File: src/hdl/ivm_pkg.sv
// Purpose: constants for the interrupt vector address map
// Assumes: 20-bit byte address space, 4-byte vector slots
// Notes: fixed slots sit at the top of memory, table entries are relocatable
package ivm_pkg;
    localparam int ADDR_W = 20;
    localparam logic [19:0] FIX_BASE = 20'hfffdc;
    localparam logic [19:0] FIX_UNDEF = 20'hfffdc;
    localparam logic [19:0] FIX_OVF = 20'hfffe0;
    localparam logic [19:0] FIX_BREAK = 20'hfffe4;
    localparam logic [19:0] FIX_ADDR_MATCH = 20'hfffe8;
    localparam logic [19:0] FIX_SSTEP = 20'hfffec;
    localparam logic [19:0] FIX_SYSMON = 20'hffff0;
    localparam logic [19:0] FIX_DEBUG = 20'hffff4;
    localparam logic [19:0] FIX_NMI = 20'hffff8;
    localparam logic [19:0] FIX_RESET = 20'hffffc;
    localparam logic [19:0] FIX_TOP = 20'hfffff;
    localparam logic [7:0] BREAK_REDIRECT = 8'hff;
    localparam logic [3:0] RESET_RSV = 4'hf;
    localparam logic [8:0] TABLE_SIZE = 9'h100;
    localparam logic [5:0] SLOT_SHARED_A = 6'h08;
    localparam logic [5:0] SLOT_SHARED_B = 6'h09;
    localparam logic [5:0] SLOT_COLLIDE = 6'h0a;
    localparam logic [5:0] SLOT_TX2 = 6'h0f;
    localparam logic [5:0] SLOT_RX2 = 6'h10;
    localparam logic [5:0] SLOT_SW_FIRST = 6'h20;
    localparam logic [3:0] N_FIXED = 4'h9;
    localparam logic [2:0] WORDS_EVEN = 3'h2;
    localparam logic [2:0] WORDS_ODD = 3'h4;
    typedef enum logic [3:0] {
        IVM_SRC_UNDEF, IVM_SRC_OVF, IVM_SRC_BREAK, IVM_SRC_ADDR_MATCH,
        IVM_SRC_SSTEP, IVM_SRC_SYSMON, IVM_SRC_DEBUG, IVM_SRC_NMI,
        IVM_SRC_RESET, IVM_SRC_TABLE
    } ivm_src_t;
endpackage

File: src/hdl/ivm_fix_rom.sv
// Purpose: small memory for the fixed vector slots, registered read
// Assumes: one byte per entry, nine slots of four bytes
// Notes: written by the loader port, read by the fetch engine
`timescale 1ns/100ps
module ivm_fix_rom (
    input wire logic clk_sys,
    input wire logic rst_n,
    input wire logic wr_en,
    input wire logic [5:0] wr_addr,
    input wire logic [7:0] wr_data,
    input wire logic [5:0] rd_addr,
    output logic [7:0] rd_data
);
    logic [7:0] mem [0:35];

    // write port and registered read; contents hold no reset value
    always_ff @(posedge clk_sys)
    begin
        if (wr_en)
        begin
            mem[wr_addr] <= wr_data;
        end
    end

    always_ff @(posedge clk_sys or negedge rst_n)
    begin
        if (!rst_n)
        begin
            rd_data <= 8'h00;
        end
        else
        begin
            rd_data <= mem[rd_addr];
        end
    end
endmodule

File: src/hdl/ivm_vector_map.sv
// Purpose: turns an accepted interrupt into a vector fetch and handler jump
// Assumes: sequencer gives source and number, then waits for done
// Notes: table fetches are two 16-bit words when base is even, four bytes when odd
`timescale 1ns/100ps
module ivm_vector_map (
    input wire logic clk_sys,
    input wire logic rst_n,
    input wire logic accept,
    input wire ivm_pkg::ivm_src_t src,
    input wire logic [5:0] irq_number,
    input wire logic [19:0] vector_table_base,
    input wire logic [1:0] irq_source_select_reg,
    input wire logic two_wire_mode,
    input wire logic global_irq_enable,
    input wire logic fix_wr_en,
    input wire logic [5:0] fix_wr_addr,
    input wire logic [7:0] fix_wr_data,
    input wire logic ext_pin_request_a,
    input wire logic ext_pin_request_b,
    input wire logic ext_pin_request_c,
    input wire logic serial2_tx_irq,
    input wire logic serial2_rx_irq,
    input wire logic serial2_not_ack_event,
    input wire logic serial2_ack_event,
    input wire logic serial2_collision,
    input wire logic serial2_start_stop,
    input wire logic watchdog_irq,
    input wire logic osc_stop_irq,
    input wire logic supply_drop_irq,
    input wire logic [15:0] mem_rdata,
    output logic mem_rd,
    output logic [19:0] mem_addr,
    output logic busy,
    output logic done,
    output logic [19:0] handler_addr,
    output logic [19:0] vector_addr,
    output logic maskable,
    output logic blocked,
    output logic slot8_req,
    output logic slot9_req,
    output logic slot10_req,
    output logic slot15_req,
    output logic slot16_req,
    output logic sysmon_req,
    output logic [7:0] id_check_byte,
    output logic [5:0] id_check_idx,
    output logic reset_rsv_ok
);
    typedef enum logic [2:0] {
        IVM_IDLE, IVM_BREAK_CHK, IVM_FIX_RD, IVM_TAB_RD, IVM_DONE
    } ivm_state_t;

    typedef struct packed {
        ivm_state_t st;
        logic [19:0] vaddr;
        logic [23:0] acc;
        logic [2:0] cnt;
        logic [5:0] ridx;
        logic sdone;
        logic [19:0] hnd;
        logic rsv_ok;
        logic [3:0] idf;
        logic s8;
        logic s9;
        logic s10;
        logic s15;
        logic s16;
        logic smon;
    } ivm_regs_t;

    ivm_regs_t r;
    ivm_regs_t next_r;
    logic [7:0] rom_q;
    logic [19:0] tab_addr;
    logic is_sw_nonmask;

    ////////////////////////////////////////////////////////////////////////
    // fixed slot memory
    ivm_fix_rom u_rom (
        .clk_sys(clk_sys),
        .rst_n(rst_n),
        .wr_en(fix_wr_en),
        .wr_addr(fix_wr_addr),
        .wr_data(fix_wr_data),
        .rd_addr(r.ridx),
        .rd_data(rom_q)
    );

    // byte index of a fixed slot: four bytes each from the lowest slot
    function automatic logic [5:0] fix_idx(input ivm_pkg::ivm_src_t s);
        logic [19:0] a;
        a = 20'h0;
        case (s)
            ivm_pkg::IVM_SRC_UNDEF: a = ivm_pkg::FIX_UNDEF;
            ivm_pkg::IVM_SRC_OVF: a = ivm_pkg::FIX_OVF;
            ivm_pkg::IVM_SRC_BREAK: a = ivm_pkg::FIX_BREAK;
            ivm_pkg::IVM_SRC_ADDR_MATCH: a = ivm_pkg::FIX_ADDR_MATCH;
            ivm_pkg::IVM_SRC_SSTEP: a = ivm_pkg::FIX_SSTEP;
            ivm_pkg::IVM_SRC_SYSMON: a = ivm_pkg::FIX_SYSMON;
            ivm_pkg::IVM_SRC_DEBUG: a = ivm_pkg::FIX_DEBUG;
            ivm_pkg::IVM_SRC_NMI: a = ivm_pkg::FIX_NMI;
            default: a = ivm_pkg::FIX_RESET;
        endcase
        fix_idx = 6'((a - ivm_pkg::FIX_BASE));
    endfunction

    ////////////////////////////////////////////////////////////////////////
    // table entry address, entry n at base plus four times n
    assign tab_addr = vector_table_base + {12'h000, irq_number, 2'b00};
    assign is_sw_nonmask = (src == ivm_pkg::IVM_SRC_BREAK) ||
        (src == ivm_pkg::IVM_SRC_TABLE &&
         irq_number >= ivm_pkg::SLOT_SW_FIRST);

    // request masking: maskable table entries and the global enable
    always_comb
    begin
        maskable = (src == ivm_pkg::IVM_SRC_TABLE) && !is_sw_nonmask;
        blocked = maskable && !global_irq_enable;
    end

    // state update
    always_comb
    begin
        next_r = r;
        next_r.sdone = 1'b0;
        // shared entries: pin select and two-wire mode steer the source
        next_r.s8 = irq_source_select_reg[0] ? ext_pin_request_c
                                             : ext_pin_request_a;
        next_r.s9 = irq_source_select_reg[1] ? ext_pin_request_c
                                             : ext_pin_request_b;
        next_r.s10 = two_wire_mode ? serial2_start_stop
                                   : serial2_collision;
        next_r.s15 = two_wire_mode ? serial2_not_ack_event
                                   : serial2_tx_irq;
        next_r.s16 = two_wire_mode ? serial2_ack_event
                                   : serial2_rx_irq;
        next_r.smon = watchdog_irq | osc_stop_irq | supply_drop_irq;
        // identity check walks the upper byte of each fixed slot
        next_r.idf = (r.idf == ivm_pkg::N_FIXED - 4'h1) ? 4'h0 : r.idf + 4'h1;
        case (r.st)
            IVM_IDLE:
            begin
                next_r.ridx = {r.idf[3:0], 2'b11};
                if (accept && !blocked)
                begin
                    next_r.cnt = 3'h0;
                    next_r.acc = 24'h0;
                    if (src == ivm_pkg::IVM_SRC_TABLE)
                    begin
                        next_r.vaddr = tab_addr;
                        next_r.st = IVM_TAB_RD;
                    end
                    else if (src == ivm_pkg::IVM_SRC_BREAK)
                    begin
                        next_r.vaddr = ivm_pkg::FIX_BREAK;
                        next_r.ridx = fix_idx(src) + 6'h3;
                        next_r.st = IVM_BREAK_CHK;
                    end
                    else
                    begin
                        next_r.vaddr = ivm_pkg::FIX_BASE + 20'(fix_idx(src));
                        next_r.ridx = fix_idx(src);
                        next_r.st = IVM_FIX_RD;
                    end
                end
            end
            IVM_BREAK_CHK:
            begin
                next_r.cnt = r.cnt + 3'h1;
                if (r.cnt == 3'h1)
                begin
                    next_r.cnt = 3'h0;
                    if (rom_q == ivm_pkg::BREAK_REDIRECT)
                    begin
                        next_r.vaddr = vector_table_base;
                        next_r.st = IVM_TAB_RD;
                    end
                    else
                    begin
                        // the source input may have moved on since the take
                        next_r.ridx = fix_idx(ivm_pkg::IVM_SRC_BREAK);
                        next_r.st = IVM_FIX_RD;
                    end
                end
            end
            IVM_FIX_RD:
            begin
                // one byte per cycle, read data lags the index by one
                next_r.cnt = r.cnt + 3'h1;
                next_r.ridx = r.ridx + 6'h1;
                if (r.cnt != 3'h0)
                begin
                    next_r.acc = {rom_q, r.acc[23:8]};
                end
                // last byte of the slot is on the read port at count four
                if (r.cnt == 3'h4 && r.vaddr == ivm_pkg::FIX_RESET)
                begin
                    next_r.rsv_ok = (rom_q[3:0] == ivm_pkg::RESET_RSV);
                end
                if (r.cnt == 3'h4)
                begin
                    next_r.hnd = r.acc[19:0];
                    next_r.st = IVM_DONE;
                end
            end
            IVM_TAB_RD:
            begin
                // even base: two word reads; odd base: four byte reads
                next_r.cnt = r.cnt + 3'h1;
                if (r.vaddr[0] == 1'b0)
                begin
                    next_r.acc = {mem_rdata, r.acc[23:16]};
                end
                else
                begin
                    next_r.acc = {mem_rdata[7:0], r.acc[23:8]};
                end
                if (r.cnt == (r.vaddr[0] ? ivm_pkg::WORDS_ODD
                                         : ivm_pkg::WORDS_EVEN) - 3'h1)
                begin
                    next_r.hnd = r.vaddr[0] ?
                        r.acc[19:0] :
                        {mem_rdata[3:0], r.acc[23:8]};
                    next_r.st = IVM_DONE;
                end
            end
            default:
            begin
                next_r.sdone = 1'b1;
                next_r.st = IVM_IDLE;
            end
        endcase
    end

    // one register bank for all state
    always_ff @(posedge clk_sys or negedge rst_n)
    begin
        if (!rst_n)
        begin
            r <= '0;
        end
        else
        begin
            r <= next_r;
        end
    end

    ////////////////////////////////////////////////////////////////////////
    // outputs
    assign mem_rd = (r.st == IVM_TAB_RD);
    assign mem_addr = r.vaddr + (r.vaddr[0] ? 20'(r.cnt)
                                            : 20'({r.cnt[1:0], 1'b0}));
    assign busy = (r.st != IVM_IDLE);
    assign done = r.sdone;
    assign handler_addr = r.hnd;
    assign vector_addr = r.vaddr;
    assign slot8_req = r.s8;
    assign slot9_req = r.s9;
    assign slot10_req = r.s10;
    assign slot15_req = r.s15;
    assign slot16_req = r.s16;
    assign sysmon_req = r.smon;
    assign id_check_byte = rom_q;
    assign id_check_idx = r.ridx;
    assign reset_rsv_ok = r.rsv_ok;
endmodule

File: config.mk
export PLATFORM = sky130hd
export DESIGN_NAME = ivm_vector_map
export DESIGN_NICKNAME = d
export VERILOG_FILES = /design/src/hdl/ivm_pkg.sv /design/src/hdl/ivm_fix_rom.sv /design/src/hdl/ivm_vector_map.sv
export SDC_FILE = /design/constraint.sdc
export NUM_CORES = 1
export LEC_CHECK = 0
export ABC_AREA = 0
export BUFFER_PORTS_ARGS = -buffer_cell sky130_fd_sc_hd__buf_2
export CAP_MARGIN = 20
export CORE_MARGIN = 2
export CORE_UTILIZATION = 59
export DETAILED_ROUTE_END_ITERATION = 6
export PLACE_DENSITY = 0.79
export SYNTH_ARGS = -nofsm -noshare
export SYNTH_HDL_FRONTEND = slang
export SYNTH_SLANG_ARGS = --single-unit
export TNS_END_PERCENT = 30
File: constraint.sdc
create_clock -name clk_sys -period 2.8 [get_ports clk_sys]
set_input_delay 0.28 -clock clk_sys [delete_from_list [all_inputs] [get_ports clk_sys]]
set_output_delay 0.28 -clock clk_sys [all_outputs]
set_load 0.02 [all_outputs]
After elaboration in Yosys (flattened, before gate mapping)

Memory sizes are Yosys's and may differ from the RTL's. A register that Yosys moved wholly into a read port is not among the register bits.
Cells that the tools add are included.

Add/subtract/negate cells: 11
$lt $le $gt $ge: 1
Equal/unequal tests: 19
Multiplexer cells: 49
Bitwise logic cells: 2
Reduce and logical (&&, ||, !) cells: 27

Operator list:

| operator                                         | count |
|---|---|
| two-way mux 6 bit                                | 18 |
| two-way mux 20 bit                               | 4 |
| one-hot mux 20 bit (2 select lines)              | 2 |
| one-hot mux 24 bit (3 select lines)              | 1 |
| two-way mux 56 bit                               | 1 |
| two-way mux 24 bit                               | 2 |
| two-way mux 22 bit                               | 2 |
| two-way mux 23 bit                               | 1 |
| adder 20 x 3 -> 20 bit                           | 1 |
| adder 20 x 8 -> 20 bit                           | 1 |
| equality test 20 bit, second input constant      | 1 |
| one-hot mux 6 bit (3 select lines)               | 1 |
| subtractor 6 x 5 -> 6 bit, second input constant | 3 |
| nonzero test 3 bit                               | 5 |
| equality test 4 bit, second input constant       | 3 |
| two-way mux 3 bit                                | 4 |
| != test 2 bit, second input constant             | 6 |
| one-hot mux 3 bit (4 select lines)               | 1 |
| two-way mux 1 bit                                | 9 |
| two-way mux 9 bit                                | 1 |
| one-hot mux 3 bit (3 select lines)               | 1 |
| AND reduction 3 bit                              | 3 |
| adder 7 x 7 -> 8 bit, first input constant       | 1 |
| equality test 8 bit, second input constant       | 1 |
| other kinds (23)                                 | 36 |

Register bits: 88
Bits in writable memories: 288
Bits in read-only memories: 96
Input port bits: 80
Output and inout port bits: 86
Logic and storage cells: 128
Memories: 4

Memories:

| memory          | depth | bits a word | read ports | clocked after memory_dff | write ports | RTL line             | RTL |
|---|---|---|---|---|---|---|---|
| u_rom.mem       | 36    | 8           | 1          | 1                        | 1           | ivm_fix_rom.sv:14    | `logic [7:0] mem [0:35];` |
| (no name shown) | 8     | 4           | 1          | 0                        | 0           | ivm_vector_map.sv:93 | `case (s)` |
| (no name shown) | 8     | 4           | 1          | 0                        | 0           | ivm_vector_map.sv:93 |  |
| (no name shown) | 8     | 4           | 1          | 0                        | 0           | ivm_vector_map.sv:93 |  |

Longest topological paths before layout

Depth after elaboration: 16
Gate-level depth with buffers: 11

Cells and area by module

Synthesis repeated with hierarchy kept, for this count alone.

Cell total of the unflattened synthesis: 1306
Area, all modules: 17639.4 um2

By module, submodules not included:

| module         | times used | cells an instance | area an instance (um2) | sequential area each (um2) |
|---|---|---|---|---|
| ivm_fix_rom    | 1          | 641               | 11795.1                | 8848.5 |
| ivm_vector_map | 1          | 665               | 5844.4                 | 2202.1 |

Worst setup path after synthesis

Ideal clock, no wire load.

Path kind: register to output
Start: register r, in the netlist vector_addr[0]
End: output mem_addr[10]
Arrival: 2561 ps
Path slack: -41 ps
Cell stages (with the launch flop): 12
Buffers on the path: 3
Cell sequence: dfrtp_1 -> buf_2 -> clkbuf_1 -> nand2_1 -> o21a_1 -> fa_1 -> inv_1 -> a21o_1 -> and2_1 -> clkbuf_1 -> nand3_1 -> xnor2_1

Longest elaborated chain between the ends: 2

Ends and longest elaborated chain:

| item                     | RTL line              | RTL |
|---|---|---|
| start, declared          | ivm_vector_map.sv:71  | `ivm_regs_t r;` |
| start signal, assigned   | ivm_vector_map.sv:244 | `r <= next_r;` |
| two-way mux 3 bit        | ivm_vector_map.sv:251 | `assign mem_addr = r.vaddr + (r.vaddr[0] ? 20'(r.cnt)` |
| adder 20 x 3 -> 20 bit * | ivm_vector_map.sv:251 |  |
| end, declared            | ivm_vector_map.sv:32  | `output logic [19:0] mem_addr,` |

Mark *: on every way between the ends. The rest lies on a longest branch, timed or not.

Final worst setup path

Start: register r, in the netlist vector_addr[0]
End: output mem_addr[7]

Same word-level chain as after synthesis.

==> flow_metrics.env <==
export IMPL_hpwl_mm=24.6
export IMPL_crit_type="register to output pin"
export IMPL_synth_ff_type="edfxtp_1"
export IMPL_violations="design-rule violations"
export IMPL_syn_inst=1167
export IMPL_cts_sinks=384
export IMPL_clockBufferDepth=3
export IMPL_clk_pin_slew_ns=0.06
export IMPL_r2r_end="u_rom.rd_data[4]$_DFF_PN0_"
export IMPL_min_to="vector_addr[4]$_DFFE_PN0P_"
export IMPL_seq_area_um2=11100
export IMPL_initial_core_util_pct=60.0
export IMPL_yosysMostFrequentCell="edfxtp_1"
export IMPL_wl_per_cell_um=21.6
export IMPL_critPathMaxFanout=5
export IMPL_multi_input_area_um2=5570
export IMPL_power_w=0.0191
export IMPL_overflow=0
export IMPL_cts_root_buffer="clkbuf_16"
export IMPL_antenna_found_initial=2
export IMPL_firstDrtPassIters=7
export IMPL_synth_common_cells="edfxtp_1 (288), nor2_1 (101), dfrtp_1 (96)"
export IMPL_p_leak_nw=7.27
export IMPL_ys_types=73
export IMPL_cts_tree="done"
export IMPL_worst_slack_ns=0.0238
export IMPL_insertion_delay_ns=0.55
export IMPL_reg2reg_slack_ns=0.25
export IMPL_period_share_pct=99.2
export IMPL_netlist_area_um2=17300
export IMPL_netlist_top_cell_by_area="edfxtp_1"
export IMPL_worstPathArrival_ns=2.50
export IMPL_globalplace_congestion=0.883
export IMPL_synth_top_cell_area_share_pct=50.1
export IMPL_setup_tns_final_ns=0
export IMPL_fin_crit_ns=2.78
export IMPL_yosysWarnings=0
export IMPL_vias_per_cell=6.01
export IMPL_rows=62
export IMPL_dp_slack_ns=0.181
export IMPL_ys_seq_elements=384
export IMPL_syn_num_nets=1268
export IMPL_startpoint_type="register"
export IMPL_ys_seq_area_share_pct=64.0
export IMPL_setup_viol=0
export IMPL_critPathCaptureType="output pin"
export IMPL_fillCellCount=1906
export IMPL_drtIter0Drc=1169
export IMPL_syn_area_per_cell_um2=14.8
export IMPL_slew_viol_final=0
export IMPL_grt_pass1_wl_mm=58.0
export IMPL_core_area_um2=28800
export IMPL_routed_wl_mm=37.5
export IMPL_slew_headroom_pct=28.3
export IMPL_cellPowerDensity_nw_per_um2=969
export IMPL_drv_cap=0
export IMPL_min_path_type="input pin to register"
export IMPL_ys_async_sr_fraction_pct=25.0
export IMPL_whs_path_depth=3
export IMPL_r2r_start="id_check_idx[0]$_DFFE_PN0P_"
export IMPL_max_freq_mhz=360
export IMPL_r2r_cells=5
export IMPL_io_pins=166
export IMPL_synth_edf_count=288
export IMPL_via_count=10400
export IMPL_grt_start_max_net_pins=51
export IMPL_die_w_um=175
export IMPL_finalHoldViolCount=0
export IMPL_ir_drop_uv=613
export IMPL_holdWs_ns=0.0372
export IMPL_status="finished, violations left"
export IMPL_finalClockSkew_ns=0.0160
export IMPL_hp_start="vector_table_base[4]"
export IMPL_ant_nets=0
export IMPL_syn2layout_area_growth_pct=14.4
export IMPL_cts_made_buffers=39
export IMPL_synth_top_cells_by_area="edfxtp_1 (50%), dfrtp_1 (14%), mux4_2 (11%)"
export IMPL_required_ns=2.52
export IMPL_tightest_slew_ns=1.07
export IMPL_dieArea_um2=30700
export IMPL_h_tree_depth=2
export IMPL_nets=1420
export IMPL_drive_above_1_share_pct=29.0
export IMPL_grt_pass1_vias=10300
export IMPL_startpoint="vector_addr[0]$_DFFE_PN0P_"
export IMPL_fp_dieH_um=175
export IMPL_rsz0062_at_grt="yes"
export IMPL_grt_total_usage_pct=24.6
export IMPL_io_buffers=165
export IMPL_drc=2
final cells by class:
class | count | area share (%)
sequential | 384 | 55.9
clock inverter | 20 | 1.08
timing repair buffer | 216 | 6.67
antenna | 2 | 0.0253
clock buffer | 52 | 5.18
multi-input combinational | 653 | 28.2
tap | 384 | 2.43
inverter | 25 | 0.475
worst max path at each step:
stage / end / cells past startpoint
final: mem_addr[7] / 10
after global routing: mem_addr[13] / 10
after global placement: vector_addr[18]$_DFFE_PN0P_ / 10
after CTS: mem_addr[7] / 10
after floorplan: mem_addr[12] / 11
after detailed placement: vector_addr[18]$_DFFE_PN0P_ / 10
placed cells by master, fill, tap and decap left out, drive strengths merged, types with 16 or more instances in the layout:
| cell type | n |
|---|---|
| a21oi | 67 |
| mux2i | 43 |
| xnor2 | 18 |
| clkbuf | 52 |
| dfrtp | 96 |
| ha | 19 |
| nand3 | 23 |
| inv | 27 |
| nor2 | 102 |
| mux4 | 88 |
| nand2 | 95 |
| o21ai | 50 |
| a22oi | 16 |
| buf | 201 |
| edfxtp | 288 |
sequential cells by signal (all words and copies together) (netlist names):
name           count
reset_rsv_ok       1
u_rom.rd_data      8
slot15_req         1
r                 34
done               1
sysmon_req         1
slot8_req          1
u_rom.mem        288
id_check_idx       6
slot16_req         1
vector_addr       20
handler_addr      20
slot9_req          1
slot10_req         1
report_power, final:
part | internal (W) | leakage, nW | switching (W)
clock network | 0.00289 | 0.602 | 0.00213
logic | 0.00291 | 2.91 | 0.00373
registers | 0.00680 | 3.75 | 0.000695
per-layer routing:
layer	GRT usage [%]	share of wire (%)	wire length [µm]	vias to the layer above
met5	0	0	0	-
met4	6.98	2.4	906	0
met3	4.96	7.0	2640	63
met2	40.6	50	18600	457
met1	33.7	41	15400	5194
li1	-	-	-	4711
timing repair:
action,in CTS,in global routing
resized for setup,9,14
endpoints found under the hold margin,56,0
setup buffers,4,3
hold buffers,15,0
pin swaps,1,3
setup endpoints to repair,14,8
cloned,0,0
cells by family after synthesis:
| logic type | synth area share, % |
|---|---|
| AO/OA/AOI/OAI | 7.34 |
| flip-flops | 64.0 |
| AND/OR/NAND/NOR | 7.39 |
| adder cells (fa/ha/maj) | 1.61 |
| buffers and inverters | 4.26 |
| multiplexers | 14.3 |
| XOR/XNOR | 1.17 |
stage by stage:
stage                     instance area (µm²)  cells  utilization (%)
after floorplan                         17300   1167                -
after global placement                  18200   1640             63.4
after detailed placement                18200   1640             63.4
after CTS                               19700   1731             68.4
after global routing                    19800   1734             68.7
final                                   19800   1736             68.7
critical path: stages (launching register included):
cell,delay (ns)
dfrtp_2,0.43
nand2_1,0.08
o21a_1,0.17
inv_1,0.09
ha_4,0.21
a31o_4,0.22
a21oi_4,0.20
nor2_2,0.07
and3_4,0.18
xor2_1,0.13
buf_4,0.16
(Power assumes the default switching activity.)
